`src/rtl/lpd_defs.vh`:
```
`ifndef LPD_DEFS_VH
`define LPD_DEFS_VH
// ****************************************
// message header and layout
// ****************************************
`define LPD_MSG_ID      8'hda
`define LPD_MSG_MESSAGE_SUBIDENTIFIER   8'h06
`define LPD_MSG_LAST    6'h29
`define LPD_BUF_LAST    6'h15
// ****************************************
// field codes
// ****************************************
`define LPD_FEAT_OFF    8'h00
`define LPD_FEAT_LVL1   8'h02
`define LPD_FEAT_LVL2   8'h06
`define LPD_MASK_USE    0
`define LPD_MASK_PFW    2
// ****************************************
// rounding and limits
// ****************************************
`define LPD_FINE_TOP    24'h00001d
`define LPD_RATE_MAX    24'h015180
`define LPD_STEP_FINE   24'h000006
`define LPD_STEP_COARSE 24'h00001e
`define LPD_RATE_UPPER_SHIFT 16
`define LPD_PDC_RATE_MIN 24'h000001
`define LPD_PDC_RATE_MAX 24'h000003
// ****************************************
// reset values and defaults
// ****************************************
`define LPD_DEF_RATE    24'h000001
`define LPD_DEF_SEARCH  16'h0078
`define LPD_DEF_OFF     16'h001e
`define LPD_DEF_RFON    16'h00c8
`define LPD_RFON_MIN    16'h0064
`define LPD_RFON_MAX    16'h0320
`define LPD_RFON_STEP   16'h0064
`define LPD_UART_BAUD   16'h12c0
`define LPD_SPI_MAX_KHZ 16'h1a90
// ****************************************
// register offsets
// ****************************************
`define LPD_OFF_CTRL    12'h000
`define LPD_OFF_STATUS  12'h004
`define LPD_OFF_MODE    12'h008
`define LPD_OFF_RATE    12'h00c
`define LPD_OFF_SEARCH  12'h010
`define LPD_OFF_OFFT    12'h014
`define LPD_OFF_RFON    12'h018
`define LPD_OFF_IFCFG   12'h01c
`define LPD_CTRL_RESET  2'h1
`endif

```
`src/rtl/lpd_decoder.v`:
```
// Implementation choices: the APB slave port and the register addresses.
`timescale 1ns/1ps
`default_nettype none
`include "lpd_defs.vh"
module lpd_decoder
(
  // clock and reset
  input  wire        pclk,
  input  wire        presetn,
  // apb slave
  input  wire        psel,
  input  wire        penable,
  input  wire        pwrite,
  input  wire [11:0] paddr,
  input  wire [31:0] pwdata,
  output wire        pready,
  output wire        pslverr,
  output reg  [31:0] prdata,
  // payload bytes from the framing layer
  input  wire        frame_start,
  input  wire        byte_valid,
  input  wire [7:0]  byte_data,
  // power sequencer
  input  wire        asleep,
  // outgoing message path
  input  wire        msg_valid,
  output wire        msg_valid_out,
  output wire        ok_to_send,
  output wire        not_ok_to_send,
  // applied configuration
  output reg         cfg_low_power,
  output reg  [1:0]  cfg_feature,
  output reg         cfg_fix_wakeup,
  output reg  [23:0] cfg_rate,
  output reg  [15:0] cfg_search,
  output reg  [15:0] cfg_off,
  output reg  [15:0] cfg_rf_on,
  // default serial settings
  output wire [15:0] uart_baud,
  output wire        spi_subordinate,
  output wire [15:0] spi_max_khz
);

  // ****************************************
  // parser states
  // ****************************************
  localparam ST_IDLE    = 2'b00;
  localparam ST_COLLECT = 2'b01;
  localparam ST_SKIP    = 2'b10;

  reg  [1:0]  state;
  reg  [1:0]  next_state;
  reg  [5:0]  cnt;
  reg  [7:0]  buf_mem [0:21];
  reg         zero_bad;
  reg         dec_enable;
  reg         fact_reset;
  reg         st_accept;
  reg         st_busy;
  reg         st_bad;
  reg         st_viol;
  wire        last_byte;
  wire        hdr_bad;
  wire        must_zero;
  wire [15:0] w_rate_lo;
  wire [15:0] w_mask;
  wire [15:0] w_search;
  wire [15:0] w_off;
  wire [15:0] w_rf;
  wire [23:0] raw_rate;
  wire        use_fields;
  wire        pfw;
  wire [23:0] rnd_rate;
  wire [23:0] rnd_search;
  wire [23:0] rnd_off;
  reg  [15:0] rf_fix;
  reg  [1:0]  feat_code;
  reg         feat_ok;
  wire        pwr_ok;
  wire        mask_viol;
  wire        rate_viol;
  wire        ev_accept;
  wire        ev_busy;
  wire        ev_bad;
  wire        ev_viol;
  wire        wr;
  wire        rd_hit;

  // ****************************************
  // helpers
  // ****************************************
  function [15:0] be16;
    input [7:0] hi;
    input [7:0] lo;
    begin
      be16 = {hi, lo};
    end
  endfunction

  function is_reg;
    input [11:0] a;
    begin
      is_reg = (a[1:0] == 2'b00) && (a <= `LPD_OFF_IFCFG);
    end
  endfunction

  // ****************************************
  // byte parser
  // ****************************************
  assign last_byte = byte_valid && (cnt == `LPD_MSG_LAST);
  assign hdr_bad   = ((cnt == 6'h00) && (byte_data != `LPD_MSG_ID)) ||
                     ((cnt == 6'h01) && (byte_data != `LPD_MSG_MESSAGE_SUBIDENTIFIER));
  // version, unsupported block and reserved tail
  assign must_zero = (cnt == 6'h04) || ((cnt >= 6'h0e) && (cnt <= 6'h13)) ||
                     (cnt >= 6'h16);

  always @*
  begin
    next_state = state;
    case (state)
      ST_IDLE:
        if (frame_start && dec_enable)
          next_state = ST_COLLECT;
      ST_COLLECT:
        if (byte_valid && hdr_bad)
          next_state = ST_SKIP;
        else if (last_byte)
          next_state = ST_IDLE;
      ST_SKIP:
        next_state = ST_SKIP;
      default:
        next_state = ST_IDLE;
    endcase
    // a new frame restarts the parse, or returns it to idle while decoding is disabled
    if (frame_start)
      next_state = dec_enable ? ST_COLLECT : ST_IDLE;
  end

  always @(posedge pclk or negedge presetn)
  begin
    if (!presetn)
    begin
      state    <= ST_IDLE;
      cnt      <= 6'h00;
      zero_bad <= 1'b0;
    end
    else
    begin
      state <= next_state;
      if (frame_start)
      begin
        cnt      <= 6'h00;
        zero_bad <= 1'b0;
      end
      else if (state == ST_COLLECT && byte_valid)
      begin
        cnt <= cnt + 6'h01;
        if (must_zero && byte_data != 8'h00)
          zero_bad <= 1'b1;
      end
    end
  end

  // memory holds no control state, so it needs no reset
  always @(posedge pclk)
  begin
    if (state == ST_COLLECT && byte_valid && cnt <= `LPD_BUF_LAST)
      buf_mem[cnt[4:0]] <= byte_data;
  end

  // ****************************************
  // field decode
  // ****************************************
  assign w_rate_lo = be16(buf_mem[6], buf_mem[7]);
  assign w_mask    = be16(buf_mem[8], buf_mem[9]);
  assign w_search  = be16(buf_mem[10], buf_mem[11]);
  assign w_off     = be16(buf_mem[12], buf_mem[13]);
  assign w_rf      = be16(buf_mem[20], buf_mem[21]);
  assign raw_rate  = ({16'h0000, buf_mem[5]} << `LPD_RATE_UPPER_SHIFT) |
                     {8'h00, w_rate_lo};
  assign use_fields = w_mask[`LPD_MASK_USE] && !fact_reset;
  assign pfw        = w_mask[`LPD_MASK_PFW];
  assign pwr_ok     = (buf_mem[2] <= 8'h01);
  assign mask_viol  = (w_mask[1] != 1'b0) || (w_mask[15:3] != 13'h0000);
  assign rate_viol  = !pfw && ((raw_rate < `LPD_PDC_RATE_MIN) ||
                      (raw_rate > `LPD_PDC_RATE_MAX));

  always @*
  begin
    feat_ok   = 1'b1;
    feat_code = 2'b00;
    case (buf_mem[3])
      `LPD_FEAT_OFF:  feat_code = 2'b00;
      `LPD_FEAT_LVL1: feat_code = 2'b01;
      `LPD_FEAT_LVL2: feat_code = 2'b10;
      default:        feat_ok   = 1'b0;
    endcase
  end

  // clamp then snap down to the 100 ms grid
  always @*
  begin
    rf_fix = w_rf;
    if (w_rf < `LPD_RFON_MIN)
      rf_fix = `LPD_RFON_MIN;
    else if (w_rf > `LPD_RFON_MAX)
      rf_fix = `LPD_RFON_MAX;
    rf_fix = (rf_fix / `LPD_RFON_STEP) * `LPD_RFON_STEP;
  end

  // ****************************************
  // rounding
  // ****************************************
  lpd_round u_rate
  (
    .value    (raw_rate),
    .round_en (raw_rate != 24'h000000),
    .fine_ok  (1'b1),
    .result   (rnd_rate)
  );

  lpd_round u_search
  (
    .value    ({8'h00, w_search}),
    .round_en (pfw),
    .fine_ok  (1'b0),
    .result   (rnd_search)
  );

  lpd_round u_off
  (
    .value    ({8'h00, w_off}),
    .round_en (pfw),
    .fine_ok  (1'b0),
    .result   (rnd_off)
  );

  // ****************************************
  // apply
  // ****************************************
  assign ev_busy   = last_byte && (state == ST_COLLECT) && asleep;
  assign ev_bad    = last_byte && (state == ST_COLLECT) && !asleep &&
                     !(pwr_ok && feat_ok);
  assign ev_accept = last_byte && (state == ST_COLLECT) && !asleep &&
                     pwr_ok && feat_ok;
  assign ev_viol   = last_byte && (state == ST_COLLECT) && (zero_bad || mask_viol ||
                     rate_viol || (must_zero && byte_data != 8'h00));

  always @(posedge pclk or negedge presetn)
  begin
    if (!presetn)
    begin
      cfg_low_power  <= 1'b0;
      cfg_feature    <= 2'b00;
      cfg_fix_wakeup <= 1'b0;
      cfg_rate       <= `LPD_DEF_RATE;
      cfg_search     <= `LPD_DEF_SEARCH;
      cfg_off        <= `LPD_DEF_OFF;
      cfg_rf_on      <= `LPD_DEF_RFON;
    end
    else if (fact_reset || ev_accept)
    begin
      cfg_low_power  <= !fact_reset && buf_mem[2][0];
      cfg_feature    <= fact_reset ? 2'b00 : feat_code;
      cfg_fix_wakeup <= !fact_reset && pfw;
      cfg_rate       <= fact_reset ? `LPD_DEF_RATE : rnd_rate;
      cfg_search     <= use_fields ? rnd_search[15:0] : `LPD_DEF_SEARCH;
      cfg_off        <= use_fields ? rnd_off[15:0] : `LPD_DEF_OFF;
      cfg_rf_on      <= use_fields ? rf_fix : `LPD_DEF_RFON;
    end
  end

  // ****************************************
  // message gating and notices
  // ****************************************
  lpd_notice u_notice
  (
    .pclk           (pclk),
    .presetn        (presetn),
    .asleep         (asleep),
    .msg_valid      (msg_valid),
    .msg_valid_out  (msg_valid_out),
    .ok_to_send     (ok_to_send),
    .not_ok_to_send (not_ok_to_send)
  );

  assign uart_baud       = `LPD_UART_BAUD;
  assign spi_subordinate = 1'b1;
  assign spi_max_khz     = `LPD_SPI_MAX_KHZ;

  // ****************************************
  // apb registers
  // ****************************************
  assign pready  = 1'b1;
  assign wr      = psel && penable && pwrite;
  assign rd_hit  = is_reg(paddr);
  assign pslverr = psel && penable && !is_reg(paddr);

  always @(posedge pclk or negedge presetn)
  begin
    if (!presetn)
    begin
      dec_enable <= 1'b1;
      fact_reset <= 1'b0;
      st_accept  <= 1'b0;
      st_busy    <= 1'b0;
      st_bad     <= 1'b0;
      st_viol    <= 1'b0;
    end
    else
    begin
      fact_reset <= wr && (paddr == `LPD_OFF_CTRL) && pwdata[1];
      if (wr && paddr == `LPD_OFF_CTRL)
        dec_enable <= pwdata[0];
      // set wins over a write-one clear in the same cycle
      st_accept <= ev_accept |
                   (st_accept & ~(wr && paddr == `LPD_OFF_STATUS && pwdata[1]));
      st_busy   <= ev_busy |
                   (st_busy & ~(wr && paddr == `LPD_OFF_STATUS && pwdata[2]));
      st_bad    <= ev_bad |
                   (st_bad & ~(wr && paddr == `LPD_OFF_STATUS && pwdata[3]));
      st_viol   <= ev_viol |
                   (st_viol & ~(wr && paddr == `LPD_OFF_STATUS && pwdata[4]));
    end
  end

  always @*
  begin
    prdata = 32'h00000000;
    if (psel && rd_hit)
    begin
      case (paddr)
        `LPD_OFF_CTRL:   prdata = {31'h0, dec_enable};
        `LPD_OFF_STATUS: prdata = {27'h0000000, st_viol, st_bad, st_busy,
                                   st_accept, asleep};
        `LPD_OFF_MODE:   prdata = {28'h0000000, cfg_fix_wakeup, cfg_feature,
                                   cfg_low_power};
        `LPD_OFF_RATE:   prdata = {8'h00, cfg_rate};
        `LPD_OFF_SEARCH: prdata = {16'h0000, cfg_search};
        `LPD_OFF_OFFT:   prdata = {16'h0000, cfg_off};
        `LPD_OFF_RFON:   prdata = {16'h0000, cfg_rf_on};
        `LPD_OFF_IFCFG:  prdata = {spi_max_khz, 15'h0000, spi_subordinate} ^
                                  {16'h0000, uart_baud};
        default:         prdata = 32'h00000000;
      endcase
    end
  end

endmodule // lpd_decoder
`default_nettype wire

```
`src/rtl/lpd_notice.v`:
```
`timescale 1ns/1ps
`default_nettype none
// gates outgoing messages and flags each sleep transition
module lpd_notice
(
  // clock and reset
  input  wire pclk,
  input  wire presetn,
  // power state
  input  wire asleep,
  // message source
  input  wire msg_valid,
  output wire msg_valid_out,
  // notices
  output reg  ok_to_send,
  output reg  not_ok_to_send
);

  reg asleep_q;

  assign msg_valid_out = msg_valid & ~asleep;

  always @(posedge pclk or negedge presetn)
  begin
    if (!presetn)
    begin
      asleep_q       <= 1'b0;
      ok_to_send     <= 1'b0;
      not_ok_to_send <= 1'b0;
    end
    else
    begin
      asleep_q       <= asleep;
      ok_to_send     <= asleep_q & ~asleep;
      not_ok_to_send <= ~asleep_q & asleep;
    end
  end

endmodule // lpd_notice
`default_nettype wire

```
`src/rtl/lpd_round.v`:
```
`timescale 1ns/1ps
`default_nettype none
`include "lpd_defs.vh"
// rounds a time up to a whole step; fine steps only below the coarse band
module lpd_round
(
  // value
  input  wire [23:0] value,
  input  wire        round_en,
  input  wire        fine_ok,
  // result
  output reg  [23:0] result
);

  reg [23:0] step;
  reg [23:0] lim;

  always @*
  begin
    step   = `LPD_STEP_COARSE;
    lim    = value;
    result = value;
    if (fine_ok && value <= `LPD_FINE_TOP)
      step = `LPD_STEP_FINE;
    if (fine_ok && value > `LPD_RATE_MAX)
      lim = `LPD_RATE_MAX;
    // ceiling keeps small rates from collapsing to zero
    if (round_en)
      result = ((lim + step - 24'h000001) / step) * step;
  end

endmodule // lpd_round
`default_nettype wire

```
`config.mk`:
```
export PLATFORM = sky130hd
export DESIGN_NAME = lpd_decoder
export DESIGN_NICKNAME = d
export VERILOG_FILES = /design/src/rtl/lpd_decoder.v /design/src/rtl/lpd_notice.v /design/src/rtl/lpd_round.v
export VERILOG_INCLUDE_DIRS = /design/src /design/src/rtl
export SDC_FILE = /design/constraint.sdc
export NUM_CORES = 1
export LEC_CHECK = 0
export ABC_AREA = 1
export BUFFER_PORTS_ARGS = -buffer_cell sky130_fd_sc_hd__buf_2
export CAP_MARGIN = 25
export CELL_PAD_IN_SITES_DETAIL_PLACEMENT = 1
export CELL_PAD_IN_SITES_GLOBAL_PLACEMENT = 1
export CORE_UTILIZATION = 25
export DETAILED_ROUTE_END_ITERATION = 8
export PLACE_DENSITY_LB_ADDON = 0.1
export SYNTH_ARGS = -nofsm -noshare
export SYNTH_HDL_FRONTEND = slang
export SYNTH_HIERARCHICAL = 1
export SYNTH_SLANG_ARGS = --single-unit
```
`constraint.sdc`:
```
create_clock -name pclk -period 69.8 [get_ports pclk]
set_input_delay 6.98 -clock pclk [delete_from_list [all_inputs] [get_ports pclk]]
set_output_delay 6.98 -clock pclk [all_outputs]
set_load 0.01 [all_outputs]
```
======== Word-level counts from Yosys, hierarchy flattened ========
Memories as Yosys holds them, arrays and structs flattened.
Index checks and enable logic that the tools add are counted.
storage, ports and cells
  memories ................................ 1
  RAM bits ................................ 176
  register bits after elaboration ......... 94
  output and inout bits ................... 146
  input bits .............................. 61
operators by class
  divide/modulo/power cells ............... 4
  magnitude comparators ................... 12
  mux-type cells .......................... 29
  add/subtract/negate cells ............... 7
  bitwise operators ....................... 18
  reductions and logical operators ........ 60
  multiply operators ...................... 4
  equality and inequality tests ........... 18
memory list
  name     depth  width  read ports  clocked after Yosys merged registers in  wr ports  RTL line          text
  buf_mem  22     8      13          0                                        1         lpd_decoder.v:54  reg [7:0] buf_mem [0:21];
operator list
  cell                                                             number
  case mux 29 bit (8 select lines)                                 1
  2-to-1 mux 16 bit                                                7
  2-to-1 mux 24 bit                                                3
  subtractor 24 x 1 -> 24 bit, second input constant               3
  divider 24 x 5 -> 24 bit, second input constant                  2
  == test 12 x 5 -> 1 bit, second input constant                   4
  multiplier 24 x 4 -> 15 bit, second input constant               2
  adder 16 x 5 -> 17 bit, second input constant                    2
  logical AND 1 bit                                                33
  2-to-1 mux 29 bit                                                1
  adder 24 x 5 -> 24 bit                                           1
  divider 24 x 24 -> 24 bit                                        1
  == test 12 x 4 -> 1 bit, second input constant                   2
  greater-than comparator 24 x 17 -> 1 bit, second input constant  1
  greater-than comparator 24 x 2 -> 1 bit, second input constant   1
  <= comparator 24 x 5 -> 1 bit, second input constant             1
  less-than comparator 24 x 1 -> 1 bit, second input constant      1
  multiplier 24 x 5 -> 24 bit                                      1
  OR 24 x 16 -> 24 bit                                             1
  nonzero test 24 bit                                              1
  divider 16 x 7 -> 16 bit, second input constant                  1
  greater-than comparator 16 x 10 -> 1 bit, second input constant  1
  less-than comparator 16 x 7 -> 1 bit, second input constant      1
  multiplier 16 x 5 -> 14 bit, second input constant               1
  other kinds (38)                                                 79

======== Longest topological paths before layout ========
An unclocked memory read counts as a cell.
  word-level depth ........................ 10
  gate-level depth with buffers ........... 254
  depth with buffers taken out ............ 243

======== By module ========
Netlist, hierarchy kept.
modules (own cells, without submodules)
  module                 cells an instance  area each (µm²)  instances
  lpd_round at u_rate    2711               16673.5          1
  lpd_round at u_off     2633               15854.0          1
  lpd_round at u_search  2637               14586.5          1
  lpd_decoder            895                9420.3           1
  lpd_notice             9                  100.1            1

======== Least setup slack after synthesis ========
Ideal clock, no wire load.
  path type ............................... flip-flop to flip-flop
  from .................................... memory buf_mem[5][2]
  to ...................................... register cfg_rate[22]
  slack ................................... 33318 ps
  data required time ...................... 69674 ps
  arrival ................................. 36356 ps
  path buffers ............................ 14
  library setup time ...................... 126 ps
  cell stages (with the launch flop) ...... 232
  cells stage by stage .................... edfxtp_1 nor2_1 nand2_1 nor2_1 inv_1 nor4_2 clkinv_1 clkbuf_1 ha_1 nand2_1 nor2_1 nand2_2 nand2_4 nand3_1 xnor2_1 inv_1 ha_1 or2_2 [196 not listed] nand2_1 nand3_1 nand2_1 a21oi_1 o21bai_1 a21oi_1 o21bai_1 a21oi_1 o21bai_1 a21o_1 a21oi_1 nor2_1 o21a_1 nor2_1 xor2_1 o21ai_0 nand3_1 o21ai_0
RTL lines
  what                  RTL line           text
  from (decl)           lpd_decoder.v:54
  to (signal assigned)  lpd_decoder.v:256  cfg_rate <= `LPD_DEF_RATE;
  to (signal assigned)  lpd_decoder.v:266  cfg_rate <= fact_reset ? `LPD_DEF_RATE : rnd_rate;
  to (decl)             lpd_decoder.v:34   output reg [23:0] cfg_rate,

==> summary.txt <==
status = finished with violations
failing checks = slew limit
synthesized area per cell = 6.34 µm²
Setup-failing EPs final = 0
launch point of the critical path = buf_mem[5][2]
min-delay worst type = flip-flop to flip-flop
wire per inst = 18.3 µm
slowest stage delay, CP = 0.72 ns
pin count of the biggest net entering global routing = 54
synth-to-layout area growth = 7.47%
CP required = 70.20 ns
slowest CP cell = ha_1
max-cap viol count = 0
crit path launch type = flip-flop
setup TNS = 0 ns
Worst Reg-to-Reg Cells = 216
cells after synthesis = 8663
hold_ws = 0.441 ns
reg2reg end = cfg_rate[23]
critical path depth in cells = 216
worst hold path depth = 1
Die Area = 0.222 mm²
DRC Markers = 0
worst path bufs/invs = 39
fin. max-slew vios = 90
layout net count = 9231
CTS H-tree lvls = 4
clock buffer depth = 2
root buf cell = clkbuf_16
1st-pass router iterations = 5
Tmin final = 42.23 ns
post-DP HPWL = 187000 µm
clk_lat worst skew = 0.48 ns
ANT nets after route = 0
CTS clock-pin slew for the worst setup and hold paths = 0.08 ns
Core Rows = 171
CP arrival = 42.63 ns
CTS Buf Count = 17
initial core utilization = 0.252
CTS tree = yes
Peak Freq = 23.7 MHz
Final Hold Fails = 0
post-CTS setup buffer count = 0
Leakage = 30.4 nW
routed vias/inst = 4.69
CTS Hold Buffers Added = 0
crit end category = flip-flop
post-CTS sizing = 0
Critical Path Fanout Max = 29
yosys warns = 6
r2r setup slk = 27.57 ns
Slew HR = -6.09
Die X = 471 µm
drt total wl = 214000 µm
RSZ-0062 raised after global routing = false
IO Pins = 207
Tightest Pin Transition = 10.54 ns
Port Buffers = 138
gpl congestion = 0.859
period utilisation layout = 0.605
worst setup margin = 27.57 ns
Setup crit end = cfg_rate[23]
Die Y = 471 µm
Tot GR Track Use = 0.191
Core Box Area = 0.218 mm²
Setup CP Type = flip-flop to flip-flop
synthesized area = 0.0549 mm²
Worst path top cell family by delay = simple AND/OR/NAND/NOR gates
vias in the first global route = 57100
Final Skew = 0.0180 ns
total congestion overflow after global routing = 0
Initial DRC Count = 2210
share of layout cells above drive strength 1 = 0.200
clock sinks = 196
VDD IR-drop max = 19.1 µV
routed vias = 54800
initial antenna violation count = 10
CP dominant cell by count = inv_1
reg2reg start = buf_mem[5][2]
Place WS = 27.07 ns
P per Cell Area = 42.5 mW/mm²
first-pass GRT wire length = 336000 µm
-- final cells by class --
class | count | area, µm²
clock buffers | 18 | 450
diodes | 4 | 10.0
well taps | 2854 | 3570
fillers | 28000 | 159000
repair buffers | 152 | 796
multi-input cells | 6928 | 42700
inverters | 1508 | 5930
flip-flops and latches | 196 | 5440
clock inverters | 14 | 166
-- how the worst min path moves through the flow --
| stage | startpoint | endpoint |
|---|---|---|
| after floorplan | u_notice/asleep_q | u_notice/not_ok_to_send |
| after global placement | u_notice/asleep_q | u_notice/not_ok_to_send |
| after detailed placement | u_notice/asleep_q | u_notice/not_ok_to_send |
| after CTS | u_notice/asleep_q | u_notice/not_ok_to_send |
| after global routing | u_notice/asleep_q | u_notice/not_ok_to_send |
| final | u_notice/asleep_q | u_notice/not_ok_to_send |
-- worst reg2reg max path: cells and delay by family (launching register included) --
family	cells	cell delay, ns
AOI/OAI and AO/OA	37	9.77
xor gates and xnor gates	9	1.49
buffers and inverters	39	4.74
and+or+nand+nor	105	16.56
adders and majority gates	26	9.11
DFF	1	0.51
-- registers in the layout, summed over array words and instances, names as in the netlist, 2 cells and up --
name         flops
buf_mem        104
cfg_rate        24
cfg_off         16
cfg_search      16
cfg_rf_on       14
cnt              6
cfg_feature      2
state            2
-- where the power goes --
part / switching [W] / internal [W]
Combinational: 0.00161 / 0.000670
Clock: 0.0000557 / 0.0000508
Sequential: 0.000000291 / 0.000122
-- stage by stage --
step	area [µm²]	power [W]	cells	util
2_1_floorplan	55300	0.00188	8764	-
3_3_place_gp	58400	0.00239	11600	0.268
6_report	59000	0.00251	11700	0.271
5_1_grt	59000	0.00281	11700	0.271
3_5_place_dp	58400	0.00241	11600	0.268
4_1_cts	59000	0.00252	11700	0.271
-- per-layer routing --
metal  track usage  vias up  part of all wire
met4        0.0557        0             0.030
met2         0.345      406              0.50
met5             0        -                 0
li1              -    28000                 -
met1         0.244    26200              0.46
met3       0.00738      153             0.013
-- layout by cell type (no fill, tap or decap), types with 14 or more instances in the layout --
cell / n
nand2_1: 2118
inv_1: 1286
nor2_1: 869
nand3_1: 855
nand2_2: 391
nand4_1: 305
ha_1: 273
o21ai_0: 201
nand2_4: 201
nor2_2: 187
nand3_2: 172
a21oi_1: 144
buf_2: 138
inv_2: 133
nor2_4: 127
xor2_1: 113
conb_1: 104
edfxtp_1: 104
nor3_1: 103
fa_1: 94
dfrtp_1: 79
xnor2_1: 66
nand3_4: 61
nand3b_1: 54
nand4_2: 52
o21ai_1: 51
clkinv_1: 38
nor2_8: 33
o21bai_1: 31
nor4_1: 27
o21ai_2: 25
nand2_8: 24
a31oi_1: 22
o22ai_1: 20
nand4_4: 20
clkbuf_16: 18
a21oi_2: 17
or2_2: 15
inv_4: 14
(Power assumes the default switching activity.)
